File: src/logic/apc_pkg.sv
// package: constants, codes and helpers for the axis parameter command slave
package apc_pkg;
  // ----------------------------------------------------------------
  // clock and link timing
  // ----------------------------------------------------------------
  localparam int unsigned CLK_HZ = 100_000_000;
  localparam int unsigned BAUD_RATE = 9600;
  localparam int unsigned BIT_CYCLES = CLK_HZ / BAUD_RATE;

  // ----------------------------------------------------------------
  // frame layout
  // ----------------------------------------------------------------
  localparam int unsigned FRAME_BYTES = 9;
  localparam logic [3:0] IDX_ADDR = 4'h0;
  localparam logic [3:0] IDX_CMD = 4'h1;
  localparam logic [3:0] IDX_TYPE = 4'h2;
  localparam logic [3:0] IDX_MOTOR = 4'h3;
  localparam logic [3:0] IDX_SUM = 4'h8;

  // ----------------------------------------------------------------
  // command numbers
  // ----------------------------------------------------------------
  localparam logic [7:0] CMD_SET_AXIS_PARAMETER = 8'h05;
  localparam logic [7:0] CMD_GET_AXIS_PARAMETER = 8'h06;
  localparam logic [7:0] CMD_STORE_AXIS = 8'h07;
  localparam logic [7:0] CMD_RESTORE_AXIS = 8'h08;
  localparam logic [7:0] CMD_SET_GLOBAL = 8'h09;
  localparam logic [7:0] CMD_GET_GLOBAL = 8'h0A;
  localparam logic [7:0] CMD_GET_INPUT = 8'h0F;

  // ----------------------------------------------------------------
  // status codes
  // ----------------------------------------------------------------
  localparam logic [7:0] ST_OK = 8'h64;
  localparam logic [7:0] ST_BAD_SUM = 8'h01;
  localparam logic [7:0] ST_BAD_CMD = 8'h02;
  localparam logic [7:0] ST_BAD_TYPE = 8'h03;
  localparam logic [7:0] ST_BAD_VALUE = 8'h04;
  localparam logic [7:0] ST_STORE_LOCKED = 8'h05;
  localparam logic [7:0] ST_NOT_AVAIL = 8'h06;

  // ----------------------------------------------------------------
  // axis parameter numbers, reset values and upper limits
  // ----------------------------------------------------------------
  localparam logic [7:0] AP_RUN_CURRENT = 8'h06;
  localparam logic [7:0] AP_STANDBY_CURRENT = 8'h07;
  localparam logic [7:0] AP_MICROSTEP_RESOLUTION = 8'h8C;
  localparam logic [7:0] AP_MICROSTEP_INTERPOLATION = 8'h8D;
  localparam logic [4:0] RST_RUN_CURRENT = 5'h18;
  localparam logic [4:0] RST_STANDBY_CURRENT = 5'h03;
  localparam logic [3:0] RST_MICROSTEP_RESOLUTION = 4'h4;
  localparam logic RST_MICROSTEP_INTERPOLATION = 1'b1;
  localparam logic [31:0] MAX_CURRENT = 32'h0000_001F;
  localparam logic [31:0] MAX_RESOLUTION = 32'h0000_0008;
  localparam logic [31:0] MAX_INTERPOLATION = 32'h0000_0001;

  // ----------------------------------------------------------------
  // addressing (values are arbitrary defaults)
  // ----------------------------------------------------------------
  localparam logic [7:0] DEF_MODULE_ADDR = 8'h01;
  localparam logic [7:0] DEF_REPLY_ADDR = 8'h02;

  // modulo-256 accumulate, shared by receive check and reply build
  function automatic logic [7:0] apc_sum8(input logic [7:0] acc, input logic [7:0] b);
    apc_sum8 = acc + b;
  endfunction
endpackage

File: src/logic/apc_slave.sv
// axis parameter command slave: frame receiver, interpreter and reply sender
// Notes on behaviour
// run current 0..31, resets 24, used moving
// standby current 0..31, resets 3, used idle
// microstep code 0..8, 2^n steps, resets 4
// interpolation bit, 1 interpolates, resets to 1
// set command writes value to chosen parameter
// finish command actions, then send one reply
// host waits for reply before next command
// listen always; transmit only replies to commands
// host sends binary frames only
// nine bytes: address, command, type, motor, value, sum
// checksum is 8-bit sum of preceding bytes
// reply: reply addr, module addr, status, command, value, sum
// failure statuses 1..6 by error kind
// out-of-range set rejected, status invalid value
module apc_slave
  import apc_pkg::*;
#(
  parameter int unsigned BIT_CYCLES = apc_pkg::BIT_CYCLES,
  parameter logic [7:0] MODULE_ADDR = DEF_MODULE_ADDR,
  parameter logic [7:0] REPLY_ADDR = DEF_REPLY_ADDR
) (
  input wire logic core_clk,
  input wire logic rst,
  input wire logic rx_pin,
  output logic tx_pin,
  output logic tx_drive_n,
  input wire logic motor_moving,
  output logic [4:0] run_current,
  output logic [4:0] standby_current,
  output logic [3:0] microstep_resolution,
  output logic microstep_interpolation,
  output logic [4:0] active_current,
  output logic [8:0] microsteps_per_step,
  output logic reply_busy
);
  typedef enum logic [1:0] {APC_RECEIVE, APC_EXECUTE, APC_SEND, APC_WAIT} apc_state_t;

  apc_state_t state_r, state_nxt;
  logic [7:0] frame_r [0:FRAME_BYTES-1];
  logic [7:0] reply_r [0:FRAME_BYTES-2];
  logic [3:0] idx_r;
  logic [7:0] acc_r;
  logic [7:0] tx_sum_r;
  logic [7:0] rx_byte;
  logic rx_valid;
  logic tx_start_r;
  logic [7:0] tx_byte_r;
  logic tx_busy;
  logic uart_tx;
  logic uart_drive_n;

  // ----------------------------------------------------------------
  // serial link
  // ----------------------------------------------------------------
  apc_uart #(
    .BIT_CYCLES(BIT_CYCLES)
  ) u_uart (
    .core_clk(core_clk),
    .rst(rst),
    .rx_pin(rx_pin),
    .rx_byte(rx_byte),
    .rx_valid(rx_valid),
    .tx_start(tx_start_r),
    .tx_byte(tx_byte_r),
    .tx_busy(tx_busy),
    .tx_pin(uart_tx),
    .tx_drive_n(uart_drive_n)
  );
  assign tx_pin = uart_tx;
  assign tx_drive_n = uart_drive_n;

  // ----------------------------------------------------------------
  // frame decode
  // ----------------------------------------------------------------
  wire [7:0] f_cmd = frame_r[IDX_CMD];
  wire [7:0] f_type = frame_r[IDX_TYPE];
  wire [7:0] f_motor = frame_r[IDX_MOTOR];
  wire [31:0] f_value = {frame_r[4], frame_r[5], frame_r[6], frame_r[7]};
  wire addr_hit = (frame_r[IDX_ADDR] == MODULE_ADDR);
  wire sum_ok = (acc_r == frame_r[IDX_SUM]);
  wire is_set = (f_cmd == CMD_SET_AXIS_PARAMETER);
  wire is_get = (f_cmd == CMD_GET_AXIS_PARAMETER);
  wire is_unavail = (f_cmd == CMD_STORE_AXIS) || (f_cmd == CMD_RESTORE_AXIS) ||
                    (f_cmd == CMD_SET_GLOBAL) || (f_cmd == CMD_GET_GLOBAL) ||
                    (f_cmd == CMD_GET_INPUT);
  wire t_run = (f_type == AP_RUN_CURRENT);
  wire t_stby = (f_type == AP_STANDBY_CURRENT);
  wire t_res = (f_type == AP_MICROSTEP_RESOLUTION);
  wire t_ipol = (f_type == AP_MICROSTEP_INTERPOLATION);
  wire type_ok = t_run || t_stby || t_res || t_ipol;

  // upper limit of the selected parameter; only one axis exists
  wire [31:0] limit = (t_run || t_stby) ? MAX_CURRENT :
                      t_res ? MAX_RESOLUTION : MAX_INTERPOLATION;
  wire value_ok = (f_value <= limit) || is_get;
  wire motor_ok = (f_motor == 8'h00);

  // error priority: checksum, command, type, motor/value
  wire [7:0] status = !sum_ok ? ST_BAD_SUM :
                      is_unavail ? ST_NOT_AVAIL :
                      !(is_set || is_get) ? ST_BAD_CMD :
                      !type_ok ? ST_BAD_TYPE :
                      !(motor_ok && value_ok) ? ST_BAD_VALUE : ST_OK;
  wire do_write = (state_r == APC_EXECUTE) && addr_hit && is_set && (status == ST_OK);

  // current value of the addressed parameter, for read-back
  wire [31:0] param_rd = t_run ? {27'h000_0000, run_current} :
                         t_stby ? {27'h000_0000, standby_current} :
                         t_res ? {28'h000_0000, microstep_resolution} :
                         {31'h0000_0000, microstep_interpolation};
  wire [31:0] reply_val = (status == ST_OK && is_get) ? param_rd : f_value;

  // ----------------------------------------------------------------
  // sequence: receive nine bytes, execute, then send nine bytes
  // ----------------------------------------------------------------
  wire last_rx = rx_valid && (idx_r == IDX_SUM);
  wire last_tx = (idx_r == IDX_SUM);
  always_comb begin
    state_nxt = state_r;
    case (state_r)
      APC_RECEIVE: if (last_rx) state_nxt = APC_EXECUTE;
      // a frame for another address leaves the line alone
      APC_EXECUTE: state_nxt = addr_hit ? APC_SEND : APC_RECEIVE;
      APC_SEND: state_nxt = APC_WAIT;
      APC_WAIT: begin
        if (!tx_busy && !tx_start_r) state_nxt = last_tx ? APC_RECEIVE : APC_SEND;
      end
      default: state_nxt = APC_RECEIVE;
    endcase
  end

  // ----------------------------------------------------------------
  // frame capture, checksum and byte index
  // ----------------------------------------------------------------
  always_ff @(posedge core_clk or posedge rst) begin
    if (rst) begin
      state_r <= APC_RECEIVE;
      idx_r <= 4'h0;
      acc_r <= 8'h00;
      for (int i = 0; i < FRAME_BYTES; i++) frame_r[i] <= 8'h00;
    end else begin
      state_r <= state_nxt;
      // bytes arriving during a reply are ignored; the host must wait
      if (state_r == APC_RECEIVE && rx_valid) begin
        frame_r[idx_r] <= rx_byte;
        idx_r <= last_rx ? 4'h0 : idx_r + 4'h1;
        if (idx_r == 4'h0) acc_r <= rx_byte;
        else if (!last_rx) acc_r <= apc_sum8(acc_r, rx_byte);
      end else if (state_r == APC_WAIT && state_nxt == APC_SEND) begin
        idx_r <= idx_r + 4'h1;
      end else if (state_r == APC_WAIT && state_nxt == APC_RECEIVE) begin
        idx_r <= 4'h0;
      end
    end
  end

  // ----------------------------------------------------------------
  // reply build and byte hand-off; built in the same APC_EXECUTE cycle as the write below
  // ----------------------------------------------------------------
  always_ff @(posedge core_clk or posedge rst) begin
    if (rst) begin
      for (int i = 0; i < FRAME_BYTES - 1; i++) reply_r[i] <= 8'h00;
      tx_sum_r <= 8'h00;
      tx_start_r <= 1'b0;
      tx_byte_r <= 8'h00;
    end else begin
      tx_start_r <= 1'b0;
      if (state_r == APC_EXECUTE) begin
        reply_r[0] <= REPLY_ADDR;
        reply_r[1] <= MODULE_ADDR;
        reply_r[2] <= status;
        reply_r[3] <= f_cmd;
        reply_r[4] <= reply_val[31:24];
        reply_r[5] <= reply_val[23:16];
        reply_r[6] <= reply_val[15:8];
        reply_r[7] <= reply_val[7:0];
        tx_sum_r <= 8'h00;
      end else if (state_r == APC_SEND) begin
        tx_start_r <= 1'b1;
        tx_byte_r <= last_tx ? tx_sum_r : reply_r[idx_r[2:0]];
        if (!last_tx) tx_sum_r <= apc_sum8(tx_sum_r, reply_r[idx_r[2:0]]);
      end
    end
  end

  // busy flag taken from the next state, so the port comes straight from a flop
  // with the same timing as a decode of the state register would have
  always_ff @(posedge core_clk or posedge rst) begin
    if (rst) begin
      reply_busy <= 1'b0;
    end else begin
      reply_busy <= (state_nxt != APC_RECEIVE);
    end
  end

  // ----------------------------------------------------------------
  // axis parameters; a rejected write leaves them as they were
  // ----------------------------------------------------------------
  always_ff @(posedge core_clk or posedge rst) begin
    if (rst) begin
      run_current <= RST_RUN_CURRENT;
      standby_current <= RST_STANDBY_CURRENT;
      microstep_resolution <= RST_MICROSTEP_RESOLUTION;
      microstep_interpolation <= RST_MICROSTEP_INTERPOLATION;
    end else if (do_write) begin
      if (t_run) run_current <= f_value[4:0];
      if (t_stby) standby_current <= f_value[4:0];
      if (t_res) microstep_resolution <= f_value[3:0];
      if (t_ipol) microstep_interpolation <= f_value[0];
    end
  end

  // ----------------------------------------------------------------
  // derived drive settings, registered so outputs come from flops
  // ----------------------------------------------------------------
  always_ff @(posedge core_clk or posedge rst) begin
    if (rst) begin
      active_current <= RST_STANDBY_CURRENT;
      microsteps_per_step <= 9'(9'h001 << RST_MICROSTEP_RESOLUTION);
    end else begin
      active_current <= motor_moving ? run_current : standby_current;
      microsteps_per_step <= 9'(9'h001 << microstep_resolution);
    end
  end
endmodule // apc_slave

File: src/logic/apc_uart.sv
// byte-wide serial receiver and transmitter, 8N1, one start and one stop bit
module apc_uart
  import apc_pkg::*;
#(
  parameter int unsigned BIT_CYCLES = apc_pkg::BIT_CYCLES
) (
  input wire logic core_clk,
  input wire logic rst,
  input wire logic rx_pin,
  output logic [7:0] rx_byte,
  output logic rx_valid,
  input wire logic tx_start,
  input wire logic [7:0] tx_byte,
  output logic tx_busy,
  output logic tx_pin,
  output logic tx_drive_n
);
  localparam int CW = $clog2(BIT_CYCLES + 1);
  localparam logic [CW-1:0] FULL = CW'(BIT_CYCLES - 1);
  localparam logic [CW-1:0] HALF = CW'(BIT_CYCLES / 2);

  // ----------------------------------------------------------------
  // pin synchroniser and agreement filter
  // ----------------------------------------------------------------
  logic s1_r, s2_r, s3_r, rx_f_r;
  always_ff @(posedge core_clk or posedge rst) begin
    if (rst) begin
      s1_r <= 1'b1;
      s2_r <= 1'b1;
      s3_r <= 1'b1;
      rx_f_r <= 1'b1;
    end else begin
      s1_r <= rx_pin;
      s2_r <= s1_r;
      s3_r <= s2_r;
      if (s2_r == s3_r) rx_f_r <= s3_r; // a change counts only once two stages agree
    end
  end

  // ----------------------------------------------------------------
  // receiver: sample mid-bit, drop frames with a false start or bad stop
  // ----------------------------------------------------------------
  logic rx_busy_r;
  logic [CW-1:0] rx_cnt_r;
  logic [3:0] rx_bit_r;
  logic [7:0] rx_sh_r;
  logic rx_tick;
  assign rx_tick = rx_busy_r && (rx_cnt_r == '0);
  always_ff @(posedge core_clk or posedge rst) begin
    if (rst) begin
      rx_busy_r <= 1'b0;
      rx_cnt_r <= '0;
      rx_bit_r <= 4'h0;
      rx_sh_r <= 8'h00;
      rx_byte <= 8'h00;
      rx_valid <= 1'b0;
    end else begin
      rx_valid <= 1'b0;
      if (!rx_busy_r) begin
        if (!rx_f_r) begin
          rx_busy_r <= 1'b1;
          rx_cnt_r <= HALF;
          rx_bit_r <= 4'h0;
        end
      end else if (!rx_tick) begin
        rx_cnt_r <= rx_cnt_r - 1'b1;
      end else begin
        rx_cnt_r <= FULL;
        rx_bit_r <= rx_bit_r + 4'h1;
        if (rx_bit_r == 4'h0 && rx_f_r) rx_busy_r <= 1'b0; // glitch, not a start bit
        else if (rx_bit_r == 4'h9) begin
          rx_busy_r <= 1'b0;
          rx_byte <= rx_sh_r;
          rx_valid <= rx_f_r; // framing error drops the byte silently
        end else if (rx_bit_r != 4'h0) rx_sh_r <= {rx_f_r, rx_sh_r[7:1]};
      end
    end
  end

  // ----------------------------------------------------------------
  // transmitter: line driven only while a byte is on its way
  // ----------------------------------------------------------------
  logic [CW-1:0] tx_cnt_r;
  logic [3:0] tx_bit_r;
  logic [9:0] tx_sh_r;
  always_ff @(posedge core_clk or posedge rst) begin
    if (rst) begin
      tx_busy <= 1'b0;
      tx_cnt_r <= '0;
      tx_bit_r <= 4'h0;
      tx_sh_r <= 10'h3FF;
      tx_pin <= 1'b1;
      tx_drive_n <= 1'b1;
    end else if (!tx_busy) begin
      tx_pin <= 1'b1;
      tx_drive_n <= 1'b1;
      if (tx_start) begin
        tx_busy <= 1'b1;
        tx_sh_r <= {1'b1, tx_byte, 1'b0};
        tx_cnt_r <= FULL;
        tx_bit_r <= 4'h0;
        tx_pin <= 1'b0;
        tx_drive_n <= 1'b0;
      end
    end else if (tx_cnt_r != '0) begin
      tx_cnt_r <= tx_cnt_r - 1'b1;
    end else begin
      tx_cnt_r <= FULL;
      tx_bit_r <= tx_bit_r + 4'h1;
      tx_sh_r <= {1'b1, tx_sh_r[9:1]};
      tx_pin <= tx_sh_r[1];
      if (tx_bit_r == 4'h9) begin
        tx_busy <= 1'b0;
        tx_pin <= 1'b1;
        tx_drive_n <= 1'b1;
      end
    end
  end
endmodule // apc_uart

File: config.mk
export PLATFORM = sky130hd
export DESIGN_NAME = apc_slave
export DESIGN_NICKNAME = d
export VERILOG_FILES = /design/src/logic/apc_pkg.sv /design/src/logic/apc_slave.sv /design/src/logic/apc_uart.sv
export SDC_FILE = /design/constraint.sdc
export NUM_CORES = 1
export LEC_CHECK = 0
export ABC_AREA = 0
export BUFFER_PORTS_ARGS = -buffer_cell sky130_fd_sc_hd__clkbuf_2
export CORE_MARGIN = 5
export CORE_UTILIZATION = 30
export CTS_CLUSTER_DIAMETER = 100
export DETAILED_ROUTE_END_ITERATION = 7
export HOLD_SLACK_MARGIN = 0.15
export MAX_ROUTING_LAYER = met4
export PLACE_DENSITY = 0.47
export SLEW_MARGIN = 10
export SYNTH_ARGS = -nofsm -noshare
export SYNTH_HDL_FRONTEND = slang
export SYNTH_SLANG_ARGS = --single-unit
File: constraint.sdc
create_clock -name core_clk -period 10.4 [get_ports core_clk]
set_input_delay 2.08 -clock core_clk [delete_from_list [all_inputs] [get_ports core_clk]]
set_output_delay 2.08 -clock core_clk [all_outputs]
set_load 0.005 [all_outputs]
======== Yosys cells after proc, flatten, opt, wreduce, memory -nomap -nowiden ========
Index checks and enable logic that the tools add are counted.
storage, ports and cells
  bits in registers ....................... 253
  input bits .............................. 4
  output and inout port bits .............. 32
operators by class
  add/sub/neg operators ................... 7
  order comparisons ....................... 4
  equal/unequal tests ..................... 28
  shifts and indexed selects .............. 1
  multiplexer cells ....................... 70
  bitwise logic cells ..................... 5
  reduce and logical (&&, ||, !) cells .... 48
operators by type and width
  cell                                                                   number
  14-bit two-way mux                                                     6
  72-bit bitwise mux                                                     1
  8-bit two-way mux                                                      9
  4-bit two-way mux                                                      12
  8-bit by 3-bit equality test with 1-bit output, second input constant  5
  7-bit two-way mux                                                      5
  8-bit demux with 4-bit select                                          1
  8-bit by 4-bit equality test with 1-bit output, second input constant  4
  32-bit by 5-bit <= comparator with 1-bit output                        1
  32-bit two-way mux                                                     1
  10-bit two-way mux                                                     3
  14-bit by 1-bit subtractor with 14-bit output, second input constant   2
  8-bit binary-select mux with 3-bit select                              1
  1-bit two-way mux                                                      22
  5-bit two-way mux                                                      4
  2-bit AND reduction                                                    10
  8-bit adder                                                            2
  8-bit equality test, second input constant                             2
  14-bit logical NOT                                                     1
  14-bit nonzero test                                                    1
  1-bit logical AND                                                      13
  4-bit by 1-bit adder with 4-bit output, second input constant          3
  4-bit equality test, second input constant                             3
  1-bit logical OR                                                       9
  other kinds (26)                                                       42

======== Depth between registers and ports, before layout ========
Gate-level depths: netlist (run 1).
  depth in word-level cells ............... 14
  mapped depth ............................ 14

======== By module ========
A second synthesis (run 1) with hierarchy kept.
second synthesis, totals
  cell total of the unflattened synthesis .. 1106
  area, all modules ....................... 12115.4 um^2
by module, submodules not included
  module     instances  cells each  area each (um^2)  sequential area each (um^2)
  apc_slave  1          791         8767.2            4465.5
  apc_uart   1          315         3348.2            1744.2

======== Worst setup path before layout (run 1) ========
OpenSTA, ideal clock, no wires.
  path kind ............................... reg2reg
  from .................................... register frame_r, in the netlist f_type[5]
  to ...................................... register run_current[0]
  setup time .............................. 0.125 ns
  data arrival time ....................... 3.093 ns
  required time ........................... 10.275 ns
  path slack .............................. 7.183 ns
  stages on the path, launching flop included .. 12
  path buffers ............................ 1
  cells stage by stage .................... dfrtp_1 nor4b_2 or4b_2 and2_1 ha_1 a21oi_1 a41oi_1 a31oi_1 o311a_1 and3_2 buf_2 mux2_2
on the way
  longest elaborated chain between the ends .. 14
  elaborated cells between the ends (all ways) .. 20
ends and longest elaborated chain
  item                                                          RTL line                                           text
  start: declaration                                            apc_slave.sv:41                                    logic [7:0] frame_r [0:FRAME_BYTES-1];
  start signal: indexed assignment                              apc_slave.sv:147                                   frame_r[idx_r] <= rx_byte;
  8-bit equality test (tied with other cells)                   apc_slave.sv:90                                    wire t_res = (f_type == AP_MICROSTEP_RESOLUTION);
  4-bit two-way mux / 1-bit logical OR (equally long branches)  apc_slave.sv:96, apc_slave.sv:92, apc_slave.sv:95
  5-bit two-way mux                                             apc_slave.sv:95                                    wire [31:0] limit = (t_run || t_stby) ? MAX_CURRENT :
  32-bit by 5-bit <= comparator with 1-bit output               apc_slave.sv:97                                    wire value_ok = (f_value <= limit) || is_get;
  1-bit logical OR                                              apc_slave.sv:97
  1-bit logical AND                                             apc_slave.sv:105                                   !(motor_ok && value_ok) ? ST_BAD_VALUE : ST_OK;
  7-bit two-way mux                                             apc_slave.sv:105
  7-bit two-way mux                                             apc_slave.sv:104                                   !type_ok ? ST_BAD_TYPE :
  7-bit two-way mux                                             apc_slave.sv:103                                   !(is_set || is_get) ? ST_BAD_CMD :
  7-bit two-way mux                                             apc_slave.sv:102                                   is_unavail ? ST_NOT_AVAIL :
  7-bit two-way mux                                             apc_slave.sv:101                                   wire [7:0] status = !sum_ok ? ST_BAD_SUM :
  7-bit equality test                                           apc_slave.sv:106                                   wire do_write = (state_r == APC_EXECUTE) && addr_hit && is_set && (status == ST_OK);
  1-bit logical AND                                             apc_slave.sv:106
  2-bit AND reduction (no source line) (*)                      n/a
  end signal: assignment                                        apc_slave.sv:208                                   if (t_run) run_current <= f_value[4:0];
  end: declaration                                              apc_slave.sv:30                                    output logic [4:0] run_current,
Every way passes the cells marked *; elsewhere a longest branch is shown, timed or not.
A chain may end at the register's enable or synchronous reset.

======== Worst setup path in the final report (run 1) ========
  from .................................... register frame_r, in the netlist f_type[5]
  to ...................................... register standby_current[2]
on the way
  longest elaborated chain between the ends .. 14
  elaborated cells between the ends (all ways) .. 20
ends and longest elaborated chain
  item                                                          RTL line                                           text
  8-bit equality test (tied with other cells)                   apc_slave.sv:90
  4-bit two-way mux / 1-bit logical OR (equally long branches)  apc_slave.sv:96, apc_slave.sv:92, apc_slave.sv:95
  5-bit two-way mux                                             apc_slave.sv:95
  32-bit by 5-bit <= comparator with 1-bit output               apc_slave.sv:97
  1-bit logical OR                                              apc_slave.sv:97
  1-bit logical AND                                             apc_slave.sv:105
  7-bit two-way mux                                             apc_slave.sv:105
  7-bit two-way mux                                             apc_slave.sv:104
  7-bit two-way mux                                             apc_slave.sv:103
  7-bit two-way mux                                             apc_slave.sv:102
  7-bit two-way mux                                             apc_slave.sv:101
  7-bit equality test                                           apc_slave.sv:106
  1-bit logical AND                                             apc_slave.sv:106
  2-bit AND reduction (no source line) (*)                      n/a
  end signal: assignment                                        apc_slave.sv:209                                   if (t_stby) standby_current <= f_value[4:0];
  end: declaration                                              apc_slave.sv:31                                    output logic [4:0] standby_current,
Marks and branches as above.

==> metrics.txt, run 1 <==
row count 73; CTS Sinks 247; initial antenna violation count 0; DR iter-0 viols 396; TritonCTS clock tree yes; DRT Pass-1 Iters 5; Max FO, Critical Path 6; min cycle time layout 3.53 ns; PostCTS Resize Cnt 0; Die Wd 210 um; nets 1167; reg2reg start f_type[5]; drt wl/cell 16.7 um; vias in the first global route 8164; All-Layer GR Usage 13.0%; Syn-to-layout area delta 13.9%; Initial Util 30.2%; Worst Reg-to-Reg Cells 10; first-pass GRT wire length 45.8 mm; Synth Cell Area 12000 um2; max incr delay on CP 0.66 ns; Max IR drop VDD 0.124 mV; total gr overflow 0; CTS clk-pin slew, worst paths 0.06 ns; total number of vias 8164; Worst-Margin Slew 1.02 ns; Core Box Area 39500 um2; vias per inst 4.88; Multi-input gate area 5310 um2; Yosys warning total 0; final setup skew 0.0262 ns; number of port buffers 35; Top Layer Used met4; register area 6210 um2; drt total wl 28.0 mm; status completed; Root Buffer clkbuf_16; routability congestion estimate from global placement 0.761; Worst path slowest cell or4b_2; H-tree depth 1; crit path kind flop to flop; MaxCap Viol Count 0; hold path startpoint u_uart.s1_r; critical path, cell by cell nor4b_2 -> or4b_2 -> and2_1 -> ha_1 -> a21oi_1 -> a41oi_1 -> a31oi_1 -> o311a_1 -> nand4_1 -> mux2_2; Tcrit/Tclk final 34.0%; full die area 43900 um2; WP data required 10.84 ns; Post-CTS Setup Inserts 0; DP HPWL 18.7 mm; Metal-1 WL 13.9 mm; largest net degree at the start of global routing 102; Critical Path Start Type flop; fillers 3997; Critical Path AT 3.97 ns; Synth Instances 1107; fraction of registers with async set/reset 100%; hold endpoint u_uart.s2_r; #FFs+latches synth 247; FF-to-FF End standby_current[2]; TritonCTS Buffers 28; DRC Markers 0; Cell Pwr Density 148 nW/um2; Min-Delay Path Class flop to flop; met3 routed WL 741 um; Syn Area/Cell 10.8 um2; Post-CTS Hold Buffers 0; layout cells sized above 1 22.3%; Final ANT Viol Nets 0; final setup fails 0; R2R setup slack 6.87 ns; Total Power 2.01 mW; RSZ-0062 raised after global routing no; Ant. Diodes 0; I/O pins 36; worst-skew pair later-pin latency 0.56 ns; Post-synth top flop dfrtp_1; crit end category flop; syn_nets 1146; worst setup path start f_type[5]; count of cell types in the netlist 70; Peak Freq 283 MHz; Lkg Pwr 6.08 nW; Die Height 210 um; Hold Crit Depth 0; final hold vios 0; Slew HR 31.8%; clk buf depth 3; setup TNS 0 ns; sequential area share after synthesis 51.9%; max-slew violations 0; EDFF count, synth 0; DR WL met2 12.7 mm
-- state kept, by name, summed over array words and instances, names as in the netlist, 9 cells and up --
| signal | flops |
|---|---|
| frame_r | 16 |
| u_uart.tx_cnt_r | 14 |
| microsteps_per_step | 9 |
| f_value | 32 |
| reply_r | 45 |
| u_uart.rx_cnt_r | 14 |
-- synth_stat cells (16+ instances only) --
library cell | count | area (um2)
nand3_1 | 26 | 130
a21oi_1 | 44 | 220
nor2_1 | 43 | 161
xnor2_1 | 16 | 140
mux2_2 | 123 | 1390
o21ai_0 | 82 | 410
dfstp_2 | 23 | 604
clkbuf_1 | 41 | 154
nor3_1 | 23 | 115
nand2_1 | 117 | 439
o22ai_1 | 33 | 206
mux2i_1 | 20 | 200
ha_1 | 33 | 413
dfrtp_1 | 224 | 5610
inv_1 | 65 | 244
-- worst max-delay path: cells and delay by family (launching register included) --
kind,cells,cell delay (ns)
AOI/OAI and AO/OA,4,0.74
adders and majority gates,1,0.34
DFF,1,0.38
muxes,1,0.37
and+or+nand+nor,4,1.59
-- worst max-delay path by stage --
stage | cells past startpoint | endpoint | slack [ns]
2_1_floorplan | 1 | acc_r[0] | 1.57
3_3_place_gp | 3 | u_uart.tx_cnt_r[12] | 6.57
3_5_place_dp | 3 | u_uart.tx_cnt_r[13] | 6.57
4_1_cts | 10 | standby_current[2] | 6.81
5_1_grt | 10 | standby_current[2] | 6.60
6_report | 10 | standby_current[2] | 6.87
-- per-layer routing --
| metal | track usage [%] | up-vias |
|---|---|---|
| met5 | - | - |
| met4 | 3.08 | 0 |
| met3 | 1.81 | 41 |
| met2 | 19.8 | 95 |
| met1 | 18.4 | 4045 |
| li1 | - | 3983 |
-- layout by cell type (no fill, tap or decap), types with 26 or more instances in the layout --
cell type	netlist	routed
a21oi_1	44	44
clkbuf_16	0	28
clkbuf_2	0	35
dfrtp_1	224	224
ha_1	33	32
inv_1	65	64
mux2_2	123	123
nand2_1	117	117
nand3_1	26	26
nor2_1	43	43
o21ai_0	82	82
o22ai_1	33	33
-- stage by stage --
| stage | worst slack [ns] | hold WS (ns) | cell area [um2] | instances | utilization [%] |
|---|---|---|---|---|---|
| after floorplan | 1.57 | 0.345 | 12000 | 1107 | - |
| after global placement | 6.57 | 0.348 | 12700 | 1623 | 32.0 |
| after detailed placement | 6.57 | 0.347 | 12700 | 1623 | 32.0 |
| after CTS | 6.81 | 0.360 | 13600 | 1673 | 34.4 |
| after global routing | 6.60 | 0.365 | 13600 | 1673 | 34.4 |
| final | 6.87 | 0.357 | 13600 | 1673 | 34.4 |
-- cell families (layout without fill, tap and decap cells) --
| group | count (synthesis) | after routing | synth area share [%] |
|---|---|---|---|
| multiplexers | 148 | 148 | 14.2 |
| AO/OA/AOI/OAI | 229 | 229 | 11.5 |
| buffers and inverters | 117 | 158 | 3.75 |
| AND/OR/NAND/NOR | 307 | 307 | 13.0 |
| XOR/XNOR | 23 | 23 | 1.68 |
| flip-flops | 247 | 247 | 51.9 |
| adder cells (fa/ha/maj) | 36 | 36 | 3.87 |
-- area by class of cell --
class                      count  share of cell area, %
multi-input combinational    743                   39.0
timing repair buffer          43                   1.73
inverter                      65                   1.85
clock inverter                10                   1.04
sequential                   247                   45.6
tap                          525                   4.82
clock buffer                  40                   5.99
-- power breakdown --
part           leakage, nW  switching, mW  internal (mW)
Sequential            3.34        0.00266          0.963
Combinational         2.27         0.0194        0.00216
Clock                0.467          0.403          0.618
Total                 6.08          0.425           1.58
No activity file was read; power rests on OpenSTA's default activity.
==> run 2, diff against run 1 <==
Clock period 10.4 ns to 3.6 ns, I/O delays scaled along.
==> run 2 against run 1 <==
  * Utilization rose by 0.71 points
  * Global-route usage rose by 0.45 points
  * Clock-buffer cell count down 2
  * Routed wire length rose by 2.2%
  * Via count rose by 0.37%
  * Critical path type unchanged
  * Largest cell class unchanged
==> metrics.txt, run 2 (synthesized netlist as in run 1, its figures left out) <==
status completed; dpl cells 1642 (+1.2%); PostCTS Resize Cnt 0 (unchanged); Ant. Diodes 0 (unchanged); worst-skew pair later-pin latency 0.57 ns (about the same); Finished Layout Cells 1696 (+1.4%); GRT met2 Usage 19.9% (+0.045 points); Critical Path AT 3.81 ns (-0.16 ns); Tcrit/Tclk final 93.5% (+60 points); Final ANT Viol Nets 0 (unchanged); met3 Use GR 1.88% (+0.075 points); Initial Util 30.2% (unchanged); most frequent cells in the layout dfrtp_1, mux2_2, nand2_1, o21ai_0, inv_1; most common cell after layout, fill and taps aside dfrtp_1; total gr overflow 0 (unchanged); Hold Slack 0.239 ns (-0.118 ns); All-Layer GR Usage 13.4% (+0.45 points); Root Buffer clkbuf_16; first-pass GRT wire length 47.1 mm (+3.0%); met1 Usage GRT 19.8% (+1.3 points); Critical Path Start Type flop; final design utilization 35.1% (+0.71 points); layout cells sized above 1 24.2% (+1.9 points); Worst-Margin Slew 0.884 ns (-0.139 ns); DRC Markers 0 (unchanged); DRT Pass-1 Iters 4 (-1); drt total wl 28.6 mm (+2.2%); initial antenna violation count 0 (unchanged); Die Wd 210 um (unchanged); Die Height 210 um (unchanged); max-slew violations 0 (unchanged); Post-CTS Hold Buffers 0 (unchanged); Max FO, Critical Path 5 (-1); pre-CTS WS 0.248 ns (-6.32 ns); TritonCTS clock tree yes; vias in the first global route 8113 (-0.62%); Peak Freq 297 MHz (+4.9%); row count 73 (unchanged); DP HPWL 19.4 mm (+4.0%); RSZ-0062 raised after global routing no; largest net degree at the start of global routing 98 (-3.9%); Min-Delay Path Class primary input to flop; H-tree depth 1 (unchanged); hold endpoint u_uart.s1_r; global routing's busiest layer met2; Hold Crit Depth 1 (+1); clk buf depth 3 (unchanged); R2R setup slack 0.23 ns (-6.63 ns); vias per inst 4.83 (-0.99%); final setup fails 0 (unchanged); min cycle time layout 3.37 ns (-0.166 ns); reg2reg start f_type[5]; Core Box Area 39500 um2 (unchanged); TritonCTS Buffers 29 (+3.6%); WP data required 4.04 ns (-6.80 ns); final hold vios 0 (unchanged); Worst Reg-to-Reg Cells 10 (unchanged); hold path startpoint rx_pin; MaxCap Viol Count 0 (unchanged); top flop regs reply_r (45), f_value (32), frame_r (16); FF-to-FF End standby_current[3]; CTS Sinks 247 (unchanged); Total Power 6.08 mW (+200%); Slew HR 39.5% (+7.8 points); Setup WS post-layout 0.235 ns (-6.63 ns); routability congestion estimate from global placement 0.804 (+5.6%); final setup skew 0.0125 ns (-0.0137 ns); Post-CTS Setup Inserts 0 (unchanged); total number of vias 8194 (+0.37%); max reg flops 45 (unchanged); full die area 43900 um2 (unchanged); Cell Pwr Density 438 nW/um2 (+200%); CTS clk-pin slew, worst paths 0.06 ns (about the same); nets 1187 (+1.7%); Reg with most FFs reply_r; Lkg Pwr 6.24 nW (+2.7%); crit end category flop; I/O pins 36 (unchanged); Max IR drop VDD 0.431 mV (+250%); number of port buffers 35 (unchanged); DR iter-0 viols 378 (-4.5%); Syn-to-layout area delta 16.2%; crit path kind flop to flop; drt wl/cell 16.9 um (+0.82%)
==> run 2: cell type report <==
class                   count  area [um2]
flip-flops and latches    247        6210
well taps                 525         657
clock buffers              38         840
repair buffers             62         403
inverters                  65         248
multi-input cells         743        5310
fillers                  3949       25700
clock inverters            16         235
==> run 2: worst max path at each step <==
stage | depth (start not counted) | to | start
6_report | 10 | standby_current[3] | f_type[5]
5_1_grt | 10 | standby_current[4] | f_type[5]
3_5_place_dp | 10 | standby_current[3] | f_type[5]
2_1_floorplan | 1 | acc_r[0] | rst
3_3_place_gp | 10 | standby_current[4] | f_type[5]
4_1_cts | 10 | standby_current[3] | f_type[5]
==> run 2: critical path: stages, from the launching register on <==
cell and delay [ns]:
dfrtp_1 0.38, nor4b_2 0.36, or4b_2 0.63, and2_1 0.18, ha_1 0.33, a21oi_1 0.08
a41oi_1 0.18, a31oi_1 0.11, o311a_1 0.37, nand4_1 0.24, mux2_2 0.37
==> run 2: report_power, final <==
| group | internal [mW] | total [mW] | switching, mW | leakage, nW |
|---|---|---|---|---|
| clock network | 2.01 | 3.23 | 1.22 | 0.530 |
| logic | 0.00986 | 0.0667 | 0.0568 | 2.37 |
| registers | 2.78 | 2.79 | 0.00654 | 3.34 |
==> run 2: stage by stage <==
stage / cell area, um2 / setup TNS, ns
3_5_place_dp: 12800 / 0
4_1_cts: 13900 / 0
6_report: 13900 / 0
5_1_grt: 13900 / 0
2_1_floorplan: 12000 / -77.72
3_3_place_gp: 12800 / 0
==> run 2: layer usage <==
metal  vias to the layer above  wire length [um]
li1                       4037                 -
met1                      4056             14500
met2                        60             12700
met3                        41               691
met4                         0               624
met5                         -                 0
==> run 3, diff against run 2 <==
Settings changed: CORE_MARGIN 5 to 2, CTS_CLUSTER_DIAMETER 100 to 200.
==> run 3 against run 2 <==
  * Die area fell by 5.6%
  * Routed wire length is 1.0% lower
  * Final cell count about the same
  * First-iteration DRC count grew 20%
  * Via count barely moved
  * Global-route usage rose by 0.91 points
  * Largest power group unchanged
  * Highest routed layer unchanged
  * Clock skew grew 0.010 ns
  * Worst hold slack improved by 0.0053 ns
  * Cell area shrank 0.88%
  * Combinational power rose by 2%
  * Power decreased by 5.6%
  * Largest cell class unchanged
  * Sequential share of layout area up 0.40 points
==> metrics.txt, run 3 (synthesized netlist as in run 1, its figures left out) <==
Reg with most FFs reply_r; vias in the first global route 8213 (+1.2%); status completed; DP HPWL 19.2 mm (-0.97%); Final ANT Viol Nets 0 (unchanged); All-Layer GR Usage 14.3% (+0.91 points); CTS clk-pin slew, worst paths 0.06 ns (about the same); Worst Reg-to-Reg Cells 10 (unchanged); reg2reg start f_type[5]; Initial Util 30.2% (unchanged); fin area 13800 um2 (-0.88%); Sw Share 21.1% (+0.038 points); Worst path slowest cell or4b_2; row count 73 (unchanged); layout cells sized above 1 23.7% (-0.49 points); cell internal pwr 4.53 mW (-5.7%); Critical Path AT 3.78 ns (-0.03 ns); routability congestion estimate from global placement 0.787 (-2.1%); most common cell after layout, fill and taps aside dfrtp_1; Max FO, Critical Path 5 (unchanged); DRT Pass-1 Iters 5 (+1); H-tree depth 1 (unchanged); final setup fails 0 (unchanged); top flop regs reply_r (45), f_value (32), frame_r (16); first-pass GRT wire length 46.5 mm (-1.4%); Cell Pwr Density 417 nW/um2 (-4.8%); Post-CTS Setup Inserts 0 (unchanged); Syn-to-layout area delta 15.2%; Die Height 204 um (-2.9%); final setup skew 0.0226 ns (+0.0100 ns); clk buf depth 3 (unchanged); drt wl/cell 16.7 um (-0.94%); most frequent cells in the layout dfrtp_1, mux2_2, nand2_1, o21ai_0, inv_1; drt total wl 28.3 mm (-1.0%); sequential power share 48.6% (+2.8 points); Core Box Area 39500 um2 (unchanged); max-slew violations 0 (unchanged); pre-CTS WS 0.268 ns (+0.0205 ns); initial antenna violation count 0 (unchanged); Min-Delay Path Class primary input to flop; clock share of power 50.2% (-2.9 points); Peak Freq 299 MHz (+0.60%); nets 1188 (+0.084%); TritonCTS clock tree yes; FF-to-FF End standby_current[4]; worst setup path start f_type[5]; CP endpoint standby_current[4]; Root Buffer clkbuf_16; Setup WS post-layout 0.255 ns (+0.0200 ns); crit path kind flop to flop; DR iter-0 viols 452 (+20%); min cycle time layout 3.35 ns (-0.0200 ns); crit end category flop; TritonCTS Buffers 27 (-6.9%); Switching Power 1.21 mW (-5.5%); total gr overflow 0 (unchanged); vias per inst 4.84 (+0.16%); full die area 41500 um2 (-5.6%); Critical Path Start Type flop; Lkg Pwr 6.19 nW (-0.89%); final hold vios 0 (unchanged); RSZ-0062 raised after global routing no; R2R setup slack 0.25 ns (+0.02 ns); Ant. Diodes 0 (unchanged); final design utilization 34.8% (-0.31 points); total number of vias 8202 (+0.098%); Combinational Power Share 1.2% (about the same); worst-skew pair later-pin latency 0.56 ns (about the same); max incr delay on CP 0.63 ns (about the same); Worst-Margin Slew 0.878 ns (-0.00603 ns); CTS Sinks 247 (unchanged); critical path, cell by cell nor4b_2 -> or4b_2 -> and2_1 -> ha_1 -> a21oi_1 -> a41oi_1 -> a31oi_1 -> o311a_1 -> nand4_1 -> mux2_2; Post-CTS Hold Buffers 1 (+1); number of port buffers 35 (unchanged); Max IR drop VDD 0.327 mV (-24%); Die Wd 204 um (-2.9%); WP data required 4.04 ns (about the same); max reg flops 45 (unchanged); Tcrit/Tclk final 92.9% (-0.56 points); DRC Markers 0 (unchanged); largest net degree at the start of global routing 104 (+6.1%); dpl cell area 12800 um2 (+0.12%); MaxCap Viol Count 0 (unchanged); PostCTS Resize Cnt 0 (unchanged); I/O pins 36 (unchanged); hold path startpoint rx_pin; Slew HR 41.5% (+1.9 points); Total Power 5.74 mW (-5.6%)
==> run 3: changes by cell type in the layout (fill, tap and decap cells not counted), moves of 2 or more <==
cell,change
buf_4,+2
bufinv_16,-2
clkbuf_1,+4
clkbuf_16,-2
==> run 3: layout make-up <==
class	count	area [um2]
fill	3966	25800
clock inverter	11	136
multi-input combinational	743	5310
clock buffer	39	791
inverter	65	248
sequential	247	6210
timing repair buffer	65	428
tap	525	657
==> run 3: stage by stage <==
step / hold slack [ns] / setup TNS (ns) / cells
6_report: 0.244 / 0 / 1695
5_1_grt: 0.232 / 0 / 1695
4_1_cts: 0.220 / 0 / 1695
3_5_place_dp: 0.351 / 0 / 1644
3_3_place_gp: 0.351 / 0 / 1644
2_1_floorplan: 0.345 / -77.72 / 1107
==> run 3: critical path, delay by kind of cell, from the launching register on <==
kind / cells / cell delay [ns]
fa+ha+maj: 1 / 0.33
compound gates: 4 / 0.77
simple gates: 4 / 1.38
flops: 1 / 0.38
mux: 1 / 0.37
==> run 3: per-layer routing <==
layer	GRT usage (%)	wire (um)
met1	20.7	14400
met2	21.8	12800
met3	1.98	679
met4	2.40	415
met5	-	0
==> run 3: worst min-delay path by stage <==
stage | to | slack, ns | depth (start not counted)
floorplan | u_uart.s2_r | 0.35 | 0
global route | u_uart.s1_r | 0.23 | 1
global placement | u_uart.s2_r | 0.35 | 0
detailed placement | u_uart.s2_r | 0.35 | 0
CTS | u_uart.s1_r | 0.22 | 1
finish | u_uart.s1_r | 0.24 | 1
==> run 3: power by group through the flow <==
stage | Clock [mW] | Combinational (mW) | Sequential, mW
after floorplan | 0 | 0.0487 | 2.83
after global placement | 0 | 0.0727 | 2.84
after detailed placement | 0 | 0.0724 | 2.84
after CTS | 2.98 | 0.0736 | 2.79
after global routing | 3.09 | 0.0816 | 2.79
final | 2.88 | 0.0678 | 2.79
